==> src/verilog/dcrb_cfg.svh <==
/*
 Constants of the device configuration register bank: register
 indices, field positions, reset values and codes.
 Assumes inclusion by bare name from every design file that needs it.
*/
// ----------------------------------------------------------------
// Operation
// On fault the speed-pulse output toggles, floats or goes low per two-bit code.
// Fifteen-bit field holds maximum frequency-input speed command in hertz.
// Spread-spectrum bit is inverted: zero enables, one disables.
// Idle select bit: zero picks standby, one picks sleep.
// Duty band bit: zero accepts 325 Hz-100 kHz, one accepts 10-325 Hz.
// Clock source field: code 0 internal oscillator, code 3 external clock.
// One bit enables use of the outside reference clock input.
// Outside reference rate doubles per code from 8 kHz to 1024 kHz.
// Device configuration word resets to all zeros.
// Gate-driver words reset to 0x00228000 and 0x01200000.
// Software leaves unlisted gate-driver offsets unwritten.
// Speed command source: analog 0, duty 1, frequency 3; ceiling only in frequency.
// Bit 31 stored as read-write parity; reserved fields read zero after reset.
// ----------------------------------------------------------------
`ifndef DCRB_CFG_SVH
`define DCRB_CFG_SVH

// ----------------------------------------------------------------
// Register indices (byte address is four times the index)
// ----------------------------------------------------------------
`define DCRB_IDX_PIN_CFG_TWO 8'hA6
`define DCRB_IDX_DEV_CFG 8'hA8
`define DCRB_IDX_GD_CFG_ONE 8'hAC
`define DCRB_IDX_GD_CFG_TWO 8'hAE
`define DCRB_IDX_STATUS 8'hB0

// ----------------------------------------------------------------
// Reset values
// ----------------------------------------------------------------
`define DCRB_RST_PIN_CFG_TWO 32'h0000_0000
`define DCRB_RST_DEV_CFG 32'h0000_0000
`define DCRB_RST_GD_CFG_ONE 32'h0022_8000
`define DCRB_RST_GD_CFG_TWO 32'h0120_0000

// ----------------------------------------------------------------
// Field positions
// ----------------------------------------------------------------
`define DCRB_FLT_HI 12
`define DCRB_FLT_LO 11
`define DCRB_MAXF_HI 30
`define DCRB_MAXF_LO 16
`define DCRB_SSM_BIT 14
`define DCRB_IDLE_BIT 11
`define DCRB_BAND_BIT 10
`define DCRB_CLK_HI 9
`define DCRB_CLK_LO 8
`define DCRB_EXTEN_BIT 6
`define DCRB_RATE_HI 5
`define DCRB_RATE_LO 3
`define DCRB_STAT_FLAGS_LO 16

// ----------------------------------------------------------------
// Codes
// ----------------------------------------------------------------
`define DCRB_FLT_TOGGLE 2'h0
`define DCRB_FLT_FLOAT 2'h1
`define DCRB_FLT_LOW 2'h2
`define DCRB_CLK_EXT 2'h3
`define DCRB_SRC_FREQ 2'h3
`define DCRB_RATE_BASE_KHZ 11'h008
`define DCRB_SLOT_NONE 3'h7
`define DCRB_SLOT_STATUS 3'h4

`endif

==> src/verilog/dcrb_pkg.sv <==
/*
 Types shared by the configuration register bank modules.
 Assumes nothing beyond a SystemVerilog compiler.
*/
package dcrb_pkg;

    typedef logic [31:0] dcrb_word_type;

    typedef enum logic [2:0] {
        PULSE_RUN,
        PULSE_TOGGLE,
        PULSE_HALTED,
        PULSE_FLOAT,
        PULSE_LOW
    } dcrb_pulse_state_type;

endpackage

==> src/verilog/dcrb_sync2.sv <==
/*
 Two-stage synchroniser with rising-edge pulse for one pin.
 Assumes the pin is asynchronous to core_clk.
*/
`timescale 1ns/1ps
module dcrb_sync2 import dcrb_pkg::*; (
    input wire logic core_clk,
    input wire logic arst_n,
    input wire logic pinIn,
    output logic levelOut,
    output logic risePulse
);

    logic meta_ff;
    logic sync_ff;
    logic last_ff;

    // Only the second stage and the edge stage are ever looked at
    always_ff @(posedge core_clk or negedge arst_n) begin
        if (!arst_n) begin
            meta_ff <= 1'b0;
            sync_ff <= 1'b0;
            last_ff <= 1'b0;
        end else begin
            meta_ff <= pinIn;
            sync_ff <= meta_ff;
            last_ff <= sync_ff;
        end
    end

    assign levelOut = sync_ff;
    assign risePulse = sync_ff & ~last_ff;

endmodule

==> src/verilog/dcrb_pulse_out.sv <==
/*
 Speed-pulse output driver with selectable behaviour during a fault.
 Assumes fault, halt and raw pulse come from logic on core_clk.
*/
`timescale 1ns/1ps
`include "dcrb_cfg.svh"
module dcrb_pulse_out import dcrb_pkg::*; (
    input wire logic core_clk,
    input wire logic arst_n,
    input wire logic faultActive,
    input wire logic motorHalted,
    input wire logic pulseIn,
    input wire logic [1:0] faultBehaviour,
    output logic pulseOut,
    output logic pulseOe
);

    dcrb_pulse_state_type state_ff;
    dcrb_pulse_state_type nxt_state;
    logic out_ff;
    logic nxt_out;
    logic oe_ff;
    logic nxt_oe;

    always_comb begin
        nxt_state = state_ff;
        case (state_ff)
            PULSE_RUN: begin
                if (faultActive) begin
                    case (faultBehaviour)
                        `DCRB_FLT_FLOAT: nxt_state = PULSE_FLOAT;
                        `DCRB_FLT_LOW: nxt_state = PULSE_LOW;
                        // Reserved code falls back to toggling
                        default: nxt_state = PULSE_TOGGLE;
                    endcase
                end
            end
            PULSE_TOGGLE: begin
                if (!faultActive) begin
                    nxt_state = PULSE_RUN;
                end else if (motorHalted) begin
                    nxt_state = PULSE_HALTED;
                end
            end
            PULSE_HALTED, PULSE_FLOAT, PULSE_LOW: begin
                if (!faultActive) begin
                    nxt_state = PULSE_RUN;
                end
            end
            default: nxt_state = PULSE_RUN;
        endcase
    end

    always_comb begin
        nxt_out = out_ff;
        nxt_oe = 1'b1;
        case (nxt_state)
            PULSE_RUN, PULSE_TOGGLE: nxt_out = pulseIn;
            // Holds the last level once the rotor stops
            PULSE_HALTED: nxt_out = out_ff;
            PULSE_FLOAT: begin
                nxt_out = 1'b0;
                nxt_oe = 1'b0;
            end
            PULSE_LOW: nxt_out = 1'b0;
            default: nxt_out = 1'b0;
        endcase
    end

    always_ff @(posedge core_clk or negedge arst_n) begin
        if (!arst_n) begin
            state_ff <= PULSE_RUN;
            out_ff <= 1'b0;
            oe_ff <= 1'b1;
        end else begin
            state_ff <= nxt_state;
            out_ff <= nxt_out;
            oe_ff <= nxt_oe;
        end
    end

    assign pulseOut = out_ff;
    assign pulseOe = oe_ff;

endmodule

==> src/verilog/dcrb_regbank.sv <==
/*
 Device configuration register bank on an APB slave port.
 Holds the pin, device and gate-driver configuration words, decodes
 the device word into clocking, idle and speed-input settings, and
 drives the speed-pulse output through its fault behaviour.
 Assumes an APB master on core_clk; motor fault, halt, raw pulse and
 speed command source come from logic on core_clk; the outside
 reference clock arrives on an asynchronous pin.
*/
// Implementation choice: the APB slave port.
`timescale 1ns/1ps
`include "dcrb_cfg.svh"
module dcrb_regbank import dcrb_pkg::*; #(
    parameter int ADDR_W = 12,
    parameter int EDGE_CNT_W = 16
) (
    input wire logic core_clk,
    input wire logic arst_n,
    input wire logic [ADDR_W-1:0] paddr,
    input wire logic psel,
    input wire logic penable,
    input wire logic pwrite,
    input wire logic [31:0] pwdata,
    input wire logic [3:0] pstrb,
    output logic [31:0] prdata,
    output logic pready,
    output logic pslverr,
    input wire logic motorFault,
    input wire logic motorHalted,
    input wire logic rawSpeedPulse,
    input wire logic [1:0] speedCommandSource,
    input wire logic outsideRefPin,
    output logic speedPulseOut,
    output logic speedPulseOe,
    output logic [14:0] freqCeilingHz,
    output logic freqCeilingActive,
    output logic spreadSpectrumOn,
    output logic idleSleepSelect,
    output logic dutyInputBandLow,
    output logic useOutsideReference,
    output logic [10:0] outsideReferenceKhz,
    output logic outsideReferenceTick,
    output logic [31:0] gateDriverOneWord,
    output logic [31:0] gateDriverTwoWord
);

    localparam int NUM_CFG = 4;

    // ----------------------------------------------------------------
    // Address decode
    // ----------------------------------------------------------------
    function automatic logic [ADDR_W-1:0] byteAddr(input logic [7:0] idx);
        byteAddr = ADDR_W'({idx, 2'b00});
    endfunction

    // Slots 0..3 are configuration words, 4 is status
    function automatic logic [2:0] decodeSlot(input logic [ADDR_W-1:0] addr);
        decodeSlot = `DCRB_SLOT_NONE;
        if (addr == byteAddr(`DCRB_IDX_PIN_CFG_TWO)) begin
            decodeSlot = 3'h0;
        end else if (addr == byteAddr(`DCRB_IDX_DEV_CFG)) begin
            decodeSlot = 3'h1;
        end else if (addr == byteAddr(`DCRB_IDX_GD_CFG_ONE)) begin
            decodeSlot = 3'h2;
        end else if (addr == byteAddr(`DCRB_IDX_GD_CFG_TWO)) begin
            decodeSlot = 3'h3;
        end else if (addr == byteAddr(`DCRB_IDX_STATUS)) begin
            decodeSlot = `DCRB_SLOT_STATUS;
        end
    endfunction

    function automatic dcrb_word_type resetWord(input int idx);
        case (idx)
            0: resetWord = `DCRB_RST_PIN_CFG_TWO;
            1: resetWord = `DCRB_RST_DEV_CFG;
            2: resetWord = `DCRB_RST_GD_CFG_ONE;
            default: resetWord = `DCRB_RST_GD_CFG_TWO;
        endcase
    endfunction

    // ----------------------------------------------------------------
    // Declarations
    // ----------------------------------------------------------------
    dcrb_word_type cfgWord_ff [NUM_CFG];
    dcrb_word_type nxt_cfgWord [NUM_CFG];
    logic [31:0] prdata_ff;
    logic [31:0] nxt_prdata;
    logic pready_ff;
    logic nxt_pready;
    logic pslverr_ff;
    logic nxt_pslverr;
    logic [2:0] slot;
    logic setupPhase;
    logic writeTaken;
    dcrb_word_type statusWord;
    dcrb_word_type readWord;

    logic [14:0] freqCeiling_ff;
    logic [14:0] nxt_freqCeiling;
    logic freqActive_ff;
    logic nxt_freqActive;
    logic ssmOn_ff;
    logic nxt_ssmOn;
    logic sleepSel_ff;
    logic nxt_sleepSel;
    logic bandLow_ff;
    logic nxt_bandLow;
    logic useRef_ff;
    logic nxt_useRef;
    logic [10:0] refKhz_ff;
    logic [10:0] nxt_refKhz;
    logic refTick_ff;
    logic nxt_refTick;
    logic [EDGE_CNT_W-1:0] refEdgeCnt_ff;
    logic [EDGE_CNT_W-1:0] nxt_refEdgeCnt;

    logic refLevel;
    logic refRise;
    logic pulseOutInt;
    logic pulseOeInt;

    dcrb_word_type devCfg;
    assign devCfg = cfgWord_ff[1];

    // ----------------------------------------------------------------
    // APB slave: answer computed in setup, returned in access
    // ----------------------------------------------------------------
    assign slot = decodeSlot(paddr);
    assign setupPhase = psel & ~penable;
    // Write lands at the edge where access meets ready, never with an error
    assign writeTaken = psel & penable & pwrite & pready_ff & ~pslverr_ff;

    always_comb begin
        statusWord = '0;
        statusWord[EDGE_CNT_W-1:0] = refEdgeCnt_ff;
        statusWord[`DCRB_STAT_FLAGS_LO +: 5] = {refLevel, freqActive_ff, useRef_ff,
            pulseOutInt, pulseOeInt};
    end

    always_comb begin
        case (slot)
            3'h0, 3'h1, 3'h2, 3'h3: readWord = cfgWord_ff[slot[1:0]];
            `DCRB_SLOT_STATUS: readWord = statusWord;
            default: readWord = '0;
        endcase
    end

    always_comb begin
        nxt_pready = setupPhase;
        nxt_pslverr = 1'b0;
        nxt_prdata = prdata_ff;
        if (setupPhase) begin
            // Unmapped address, or a write to the read-only status word
            nxt_pslverr = (slot == `DCRB_SLOT_NONE)
                || (pwrite && slot == `DCRB_SLOT_STATUS);
            nxt_prdata = pwrite ? prdata_ff : readWord;
        end
    end

    always_ff @(posedge core_clk or negedge arst_n) begin
        if (!arst_n) begin
            pready_ff <= 1'b0;
            pslverr_ff <= 1'b0;
            prdata_ff <= '0;
        end else begin
            pready_ff <= nxt_pready;
            pslverr_ff <= nxt_pslverr;
            prdata_ff <= nxt_prdata;
        end
    end

    // ----------------------------------------------------------------
    // Configuration words
    // ----------------------------------------------------------------
    // Every byte enabled by pstrb is stored, parity and reserved bits included,
    // so a read returns each byte as software last wrote it.
    always_comb begin
        for (int w = 0; w < NUM_CFG; w++) begin
            nxt_cfgWord[w] = cfgWord_ff[w];
            if (writeTaken && slot == 3'(w)) begin
                for (int b = 0; b < 4; b++) begin
                    if (pstrb[b]) begin
                        nxt_cfgWord[w][b*8 +: 8] = pwdata[b*8 +: 8];
                    end
                end
            end
        end
    end

    generate
        for (genvar g = 0; g < NUM_CFG; g++) begin : gen_cfg
            always_ff @(posedge core_clk or negedge arst_n) begin
                if (!arst_n) begin
                    cfgWord_ff[g] <= resetWord(g); // see R9 see R10
                end else begin
                    cfgWord_ff[g] <= nxt_cfgWord[g];
                end
            end
        end
    endgenerate

    // ----------------------------------------------------------------
    // Decoded device settings
    // ----------------------------------------------------------------
    always_comb begin
        // Ceiling is meaningless outside frequency mode, so it reads zero
        nxt_freqActive = (speedCommandSource == `DCRB_SRC_FREQ);
        nxt_freqCeiling = nxt_freqActive
            ? devCfg[`DCRB_MAXF_HI:`DCRB_MAXF_LO] : 15'h0000; // see R2
        nxt_ssmOn = ~devCfg[`DCRB_SSM_BIT];
        nxt_sleepSel = devCfg[`DCRB_IDLE_BIT];
        nxt_bandLow = devCfg[`DCRB_BAND_BIT];
        // Reserved clock codes leave the internal oscillator in charge
        nxt_useRef = (devCfg[`DCRB_CLK_HI:`DCRB_CLK_LO] == `DCRB_CLK_EXT)
            && devCfg[`DCRB_EXTEN_BIT]; // see R6
        nxt_refKhz = `DCRB_RATE_BASE_KHZ
            << devCfg[`DCRB_RATE_HI:`DCRB_RATE_LO];
    end

    always_ff @(posedge core_clk or negedge arst_n) begin
        if (!arst_n) begin
            freqActive_ff <= 1'b0;
            freqCeiling_ff <= 15'h0000;
            ssmOn_ff <= 1'b1;
            sleepSel_ff <= 1'b0;
            bandLow_ff <= 1'b0;
            useRef_ff <= 1'b0;
            refKhz_ff <= `DCRB_RATE_BASE_KHZ;
        end else begin
            freqActive_ff <= nxt_freqActive;
            freqCeiling_ff <= nxt_freqCeiling;
            ssmOn_ff <= nxt_ssmOn;
            sleepSel_ff <= nxt_sleepSel;
            bandLow_ff <= nxt_bandLow;
            useRef_ff <= nxt_useRef;
            refKhz_ff <= nxt_refKhz;
        end
    end

    // ----------------------------------------------------------------
    // Outside reference clock monitor
    // ----------------------------------------------------------------
    // Edges are counted only while the reference is selected, so the
    // count tells software whether the pin really carries a clock.
    dcrb_sync2 u_refSync (
        .core_clk(core_clk),
        .arst_n(arst_n),
        .pinIn(outsideRefPin),
        .levelOut(refLevel),
        .risePulse(refRise)
    );

    always_comb begin
        nxt_refTick = refRise & useRef_ff;
        nxt_refEdgeCnt = refEdgeCnt_ff;
        if (refRise && useRef_ff) begin
            nxt_refEdgeCnt = refEdgeCnt_ff + EDGE_CNT_W'(1);
        end
    end

    always_ff @(posedge core_clk or negedge arst_n) begin
        if (!arst_n) begin
            refTick_ff <= 1'b0;
            refEdgeCnt_ff <= '0;
        end else begin
            refTick_ff <= nxt_refTick;
            refEdgeCnt_ff <= nxt_refEdgeCnt;
        end
    end

    // ----------------------------------------------------------------
    // Speed-pulse output
    // ----------------------------------------------------------------
    dcrb_pulse_out u_pulse (
        .core_clk(core_clk),
        .arst_n(arst_n),
        .faultActive(motorFault),
        .motorHalted(motorHalted),
        .pulseIn(rawSpeedPulse),
        .faultBehaviour(cfgWord_ff[0][`DCRB_FLT_HI:`DCRB_FLT_LO]),
        .pulseOut(pulseOutInt),
        .pulseOe(pulseOeInt)
    );

    // ----------------------------------------------------------------
    // Outputs
    // ----------------------------------------------------------------
    assign prdata = prdata_ff;
    assign pready = pready_ff;
    assign pslverr = pslverr_ff;
    assign speedPulseOut = pulseOutInt;
    assign speedPulseOe = pulseOeInt;
    assign freqCeilingHz = freqCeiling_ff;
    assign freqCeilingActive = freqActive_ff;
    assign spreadSpectrumOn = ssmOn_ff;
    assign idleSleepSelect = sleepSel_ff;
    assign dutyInputBandLow = bandLow_ff;
    assign useOutsideReference = useRef_ff;
    assign outsideReferenceKhz = refKhz_ff;
    assign outsideReferenceTick = refTick_ff;
    assign gateDriverOneWord = cfgWord_ff[2];
    assign gateDriverTwoWord = cfgWord_ff[3];

endmodule

==> config.mk <==
export PLATFORM = sky130hd
export DESIGN_NAME = dcrb_regbank
export DESIGN_NICKNAME = d
export VERILOG_FILES = /design/src/verilog/dcrb_pkg.sv /design/src/verilog/dcrb_sync2.sv /design/src/verilog/dcrb_pulse_out.sv /design/src/verilog/dcrb_regbank.sv
export VERILOG_INCLUDE_DIRS = /design/src /design/src/verilog
export SDC_FILE = /design/constraint.sdc
export NUM_CORES = 1
export LEC_CHECK = 0
export ABC_AREA = 1
export BUFFER_PORTS_ARGS = -buffer_cell sky130_fd_sc_hd__buf_2
export CAP_MARGIN = 20
export CORE_MARGIN = 2
export CORE_UTILIZATION = 56
export DETAILED_ROUTE_END_ITERATION = 10
export HOLD_SLACK_MARGIN = 0.03
export PLACE_DENSITY = 0.87
export SLEW_MARGIN = 20
export SYNTH_ARGS = -nofsm -noshare
export SYNTH_HDL_FRONTEND = slang
export SYNTH_SLANG_ARGS = --single-unit
==> constraint.sdc <==
create_clock -name core_clk -period 1.7 [get_ports core_clk]
set_input_delay 0.255 -clock core_clk [delete_from_list [all_inputs] [get_ports core_clk]]
set_output_delay 0.255 -clock core_clk [all_outputs]
set_load 0.02 [all_outputs]
* Yosys cells after proc, flatten, opt, wreduce, memory -nomap -nowiden
Cells that the tools add are included.
Storage, ports and cells: flip-flop bits (word level) 218
Operators by class: $add $sub $neg 1, magnitude comparators 1, equality and inequality tests 21, shift operators 1, muxes and demuxes 19, bitwise logic cells 13, reductions and logical operators 31
Operators by type and width (count):
- 32-bit binary-select mux with 2-bit select | 1
- 32-bit 2-to-1 mux | 2
- 32-bit one-hot mux with 2 select lines | 1
- 12-bit by 10-bit equality test with 1-bit output, second input constant | 5
- 2-bit AND reduction | 17
- 3-bit 2-to-1 mux | 8
- 3-bit by 2-bit equality test with 1-bit output, second input constant | 6
- 16-bit by 1-bit adder with 16-bit output, second input constant | 1
- 15-bit 2-to-1 mux | 1
- 4-bit by 3-bit left shift with 11-bit output, first input constant | 1
- 3-bit by 1-bit equality test with 1-bit output, second input constant | 3
- 3-bit equality test, second input constant | 3
- 3-bit logical NOT | 3
- 3-bit one-hot mux with 3 select lines | 1
- 1-bit bitwise AND | 7
- 1-bit logical AND | 7
- 2-bit equality test, second input constant | 3
- 3-bit one-hot mux with 2 select lines | 1
- 1-bit inverter | 5
- 4-bit OR reduction | 1
- 3-bit greater-or-equal comparator, second input constant | 1
- 2-bit inverter with 3-bit output | 1
- 3-bit OR reduction | 1
- 2-bit by 1-bit equality test with 1-bit output, second input constant | 1
- other kinds (5) | 6

* Depth between registers and ports, before layout
depth after elaboration 11, mapped depth 12

* By module
From an unflattened synthesis, not the netlist that was laid out.
Second synthesis, totals: cells, all modules 1177, area total of the unflattened synthesis 10172.3 µm²
By module, submodules not included:
- dcrb_regbank | times used 1, cells an instance 1133, area an instance 9813.2 µm², sequential area each 5188.7 µm²
- dcrb_pulse_out | times used 1, cells an instance 39, area an instance 274.0 µm², sequential area each 126.4 µm²
- dcrb_sync2 | times used 1, cells an instance 5, area an instance 85.1 µm², sequential area each 75.1 µm²

* Worst setup path before layout
OpenSTA, ideal clock, no wires.
kind register to register, start register pslverr_ff (netlist: pslverr), end register cfgWord_ff[102] in the netlist's numbering, arrival time 1476 ps, data required time 1573 ps, path slack 98 ps, stages on the path, launching flop included 9, buffers on the path 1, period minus slack after synthesis 1602 ps, cells stage by stage dfrtp_1 nor3b_1 and2_2 inv_1 nor2_1 nand2_1 buf_2 nand2_1 o21ai_0
On the way: cells in the longest elaborated chain, start to end 4
RTL lines:
- start, declared | line dcrb_regbank.sv:90 | logic pslverr_ff;
- start signal, assigned | line dcrb_regbank.sv:167 | pslverr_ff <= nxt_pslverr;
- 1-bit inverter | line dcrb_regbank.sv:131 | assign writeTaken = psel & penable & pwrite & pready_ff & ~pslverr_ff;
- 1-bit bitwise AND | line dcrb_regbank.sv:131
- 1-bit logical AND | line dcrb_regbank.sv:180 | if (writeTaken && slot == 3'(w)) begin
- 2-bit AND reduction (no source line)
- end signal, assigned by index | line dcrb_regbank.sv:194 | cfgWord_ff[g] <= resetWord(g);
- end signal, assigned by index | line dcrb_regbank.sv:196 | cfgWord_ff[g] <= nxt_cfgWord[g];
- end, declared | line dcrb_regbank.sv:84 | dcrb_word_type cfgWord_ff [NUM_CFG];
Every way passes these cells. A chain may end at the register's enable or synchronous reset.

* Worst setup path in the final report
start register useRef_ff (netlist: useOutsideReference), end register refEdgeCnt_ff[14]
On the way: cells in the longest elaborated chain, start to end 1
RTL lines:
- start, declared | line dcrb_regbank.sv:108 | logic useRef_ff;
- start signal, assigned | line dcrb_regbank.sv:235 | useRef_ff <= nxt_useRef;
- 1-bit logical AND | line dcrb_regbank.sv:256 | if (refRise && useRef_ff) begin
- end signal, assigned | line dcrb_regbank.sv:267 | refEdgeCnt_ff <= nxt_refEdgeCnt;
- end, declared | line dcrb_regbank.sv:114 | logic [EDGE_CNT_W-1:0] refEdgeCnt_ff;
Every way passes these cells.

==> metrics.txt <==
Min Clock Period, post-route=1.66 ns; Net Sw Frac=21.8%; leading area contributor after synthesis=dfrtp_1; Setup violations, final=0; fill count=1210; share of cells above drive strength 1=24.8%; CP max FO=3; crit path from=useOutsideReference; Core Area=17300 sq um; vias in the first global route=8559; worst min-delay path class=input port to register; vias per cell=5.56; Mean Syn Cell Area=8.57 sq um; fin. max-slew vios=0; # nets final=1386; Post-DP Area=11100 sq um; placed cells=1521; Clock Power Share=46.9%; worst skew pair latency=0.50 ns; Mapped Cells=1158; H-tree depth=1; DRC=0; routed len/inst=17.6 um; Detailed Routing Iterations Pass 1=6; hold_sp=pwdata[30]; post-route setup TNS=0 ns; Die Y=137 um; Clock Tree Buf Depth=3; Final Instance Area=11900 sq um; Antenna Nets Post-Route=0; Reg clk slew, reported paths=0.06 ns; CP Launch Type=register; Tcrit/Tclk final=97.8%; final hold vios=0; CTS Buf Count=22; TritonCTS clock tree=yes; Area Overhead vs Synth=20.2%; RSZ-0062 raised after global routing=true; CP endpoint kind=register; die area=18800 sq um; Max Cap Viol=0; Critical Path, Cell by Cell=inv_1 > nor2_1 > nand2_1 > inv_1 > nand4_1 > nor2_2 > nand3_2 > nor2_1 > xor2_1; initial drt markers=909; Slowest Stage Delay on Critical Path=0.38 ns; Die X=137 um; Crit Path Class=register to register; DP HPWL=18.9 mm; largest cells by area after synthesis=dfrtp_1 (52%), nand2_1 (13%), o21ai_0 (5.8%), buf_4 (5.4%), inv_1 (5.1%); Combinational Power Share=5.3%; Min Hold Slack=0.0472 ns; pre-CTS setup slack=-0.341 ns; PortBufs=187; post-synth top area share=52.2%; CP Data Arrival Time=2.08 ns; gpl congestion=0.923; GRT Overall Usage=29.7%; reg-to-reg startpoint=useOutsideReference; internal power=8.56 mW; Post-Syn Area=9920 sq um; sequential fraction of the synthesis area=54.3%; fmax=0.602 GHz; final worst slack=0.0379 ns; Worst Tran Pin Value=0.964 ns; Initial Util=57.4%; status=completed; clock skew=0.00682 ns; leak pwr=6.39 nW; initial antenna violation count=1; Rows=48; commonest cells after routing, fill and taps aside=nand2_1 (350), dfrtp_1 (207), buf_2 (186); Ports=191; detailed-route via count=8710; Critical Path RT=2.11 ns; Pwr Density=918 nW/um^2; Seq pwr share=47.8%; first-pass GRT wire length=43.4 mm; worst rel slew slack=35.6%; grt ovf=0; DRT Wirelength=27.6 mm; Pwr Total=10.9 mW; Synth Register Bits=215; final core utilization=69.0%; Net Sw Power=2.39 mW; yosys warns=0; Critical Path Slowest Stage Cell=dfrtp_1; worst vdd ir=0.733 mV; final cell count without fillers=1567; largest net degree at the start of global routing=63; Netlist cell types=34; most common cell after layout, fill and taps aside=nand2_1; Sink Count=215; ant diodes=0; root buffer cell=clkbuf_16
==> flip-flops by register name, summed over array words and instances (netlist names), 3 cells and up <==
name,flops
refEdgeCnt_ff,16
cfgWord_ff,32
freqCeilingHz,15
prdata,32
u_pulse.state_ff,3
outsideReferenceKhz,8
gateDriverOneWord,32
devCfg,32
gateDriverTwoWord,32
==> cells in the mapped netlist <==
library cell and count:
nand2_1 350, dfrtp_1 207, inv_1 136, o21ai_0 115
buf_4 71, nor2_1 44, nand3_1 34, o21ai_1 32
a21oi_1 24, buf_2 22, a22oi_1 21, xor2_1 14
nand4_1 13, clkbuf_1 12, or2_2 11, nor3_1 9
dfstp_2 8, nand3_2 6, buf_6 5, nand3_4 4
inv_2 3, nor2_4 3, nor2_2 2, o31ai_1 2
a211oi_1 1, and2_2 1, and3_1 1, conb_1 1
ha_1 1, nor3b_1 1, nor4_2 1, nor4_4 1
o311ai_0 1, xnor2_1 1
==> worst paths after layout <==
| kind | slack (ns) | cells after the start | endpoint |
|---|---|---|---|
| max | 0.04 | 9 | refEdgeCnt_ff[14] |
| min | 0.05 | 3 | devCfg[30] |
| max reg2reg | 0.04 | 9 | refEdgeCnt_ff[14] |
| min reg2reg | 0.35 | 0 | u_refSync.levelOut |
| max in group asynchronous | 0.75 | 3 | cfgWord_ff[125] |
| min in group asynchronous | 0.31 | 2 | outsideReferenceKhz[10] |
==> timing repair <==
| action | in CTS | in global routing |
|---|---|---|
| buffers inserted | 0 | 4 |
| pin swaps | 0 | 2 |
| resized for setup | 3 | 9 |
| hold buffers | 2 | 0 |
| hold endpoints to repair | 53 | 0 |
| setup endpoints to repair | 13 | 85 |
==> metal layers <==
layer / part of all wire [%] / global-route usage [%] / wire (um) / vias to the layer above
met5: 0 / 0 / 0 / -
met4: 4.5 / 13.4 / 1250 / 0
met3: 9.6 / 5.11 / 2660 / 115
met2: 48 / 48.8 / 13300 / 533
met1: 38 / 38.8 / 10400 / 4140
li1: - / - / - / 3922
==> worst max-delay path, delay by kind of cell (launching register included) <==
kind / cells / cell delay (ns)
xor gates and xnor gates: 1 / 0.17
buffers and inverters: 2 / 0.18
DFF: 1 / 0.38
and+or+nand+nor: 6 / 0.85
==> area by class of cell <==
| class | instances | area (sq um) | share of cell area [%] |
|---|---|---|---|
| Sequential cell | 215 | 5390 | 45.2 |
| Tap cell | 225 | 282 | 2.36 |
| Multi-Input combinational cell | 696 | 3310 | 27.8 |
| Clock buffer | 32 | 669 | 5.61 |
| Inverter | 139 | 522 | 4.37 |
| Clock inverter | 8 | 118 | 0.986 |
| Timing Repair Buffer | 252 | 1640 | 13.7 |
==> power groups by stage <==
stage / clock network (mW) / logic, mW / registers (mW)
final: 5.13 / 0.583 / 5.23
after global routing: 5.40 / 0.649 / 5.23
after CTS: 5.18 / 0.583 / 5.23
after detailed placement: 0 / 0.571 / 5.32
after global placement: 0 / 0.552 / 5.32
after floorplan: 0 / 0.184 / 5.36
==> logic make-up after synthesis <==
group	after synthesis	share of synthesized area, %
other cells	1	0.0378
simple gates	481	20.9
xor+xnor	15	1.32
compound gates	196	10.5
buf+inv	249	12.8
flops	215	54.3
fa+ha+maj	1	0.126
(Power assumes the default switching activity.)
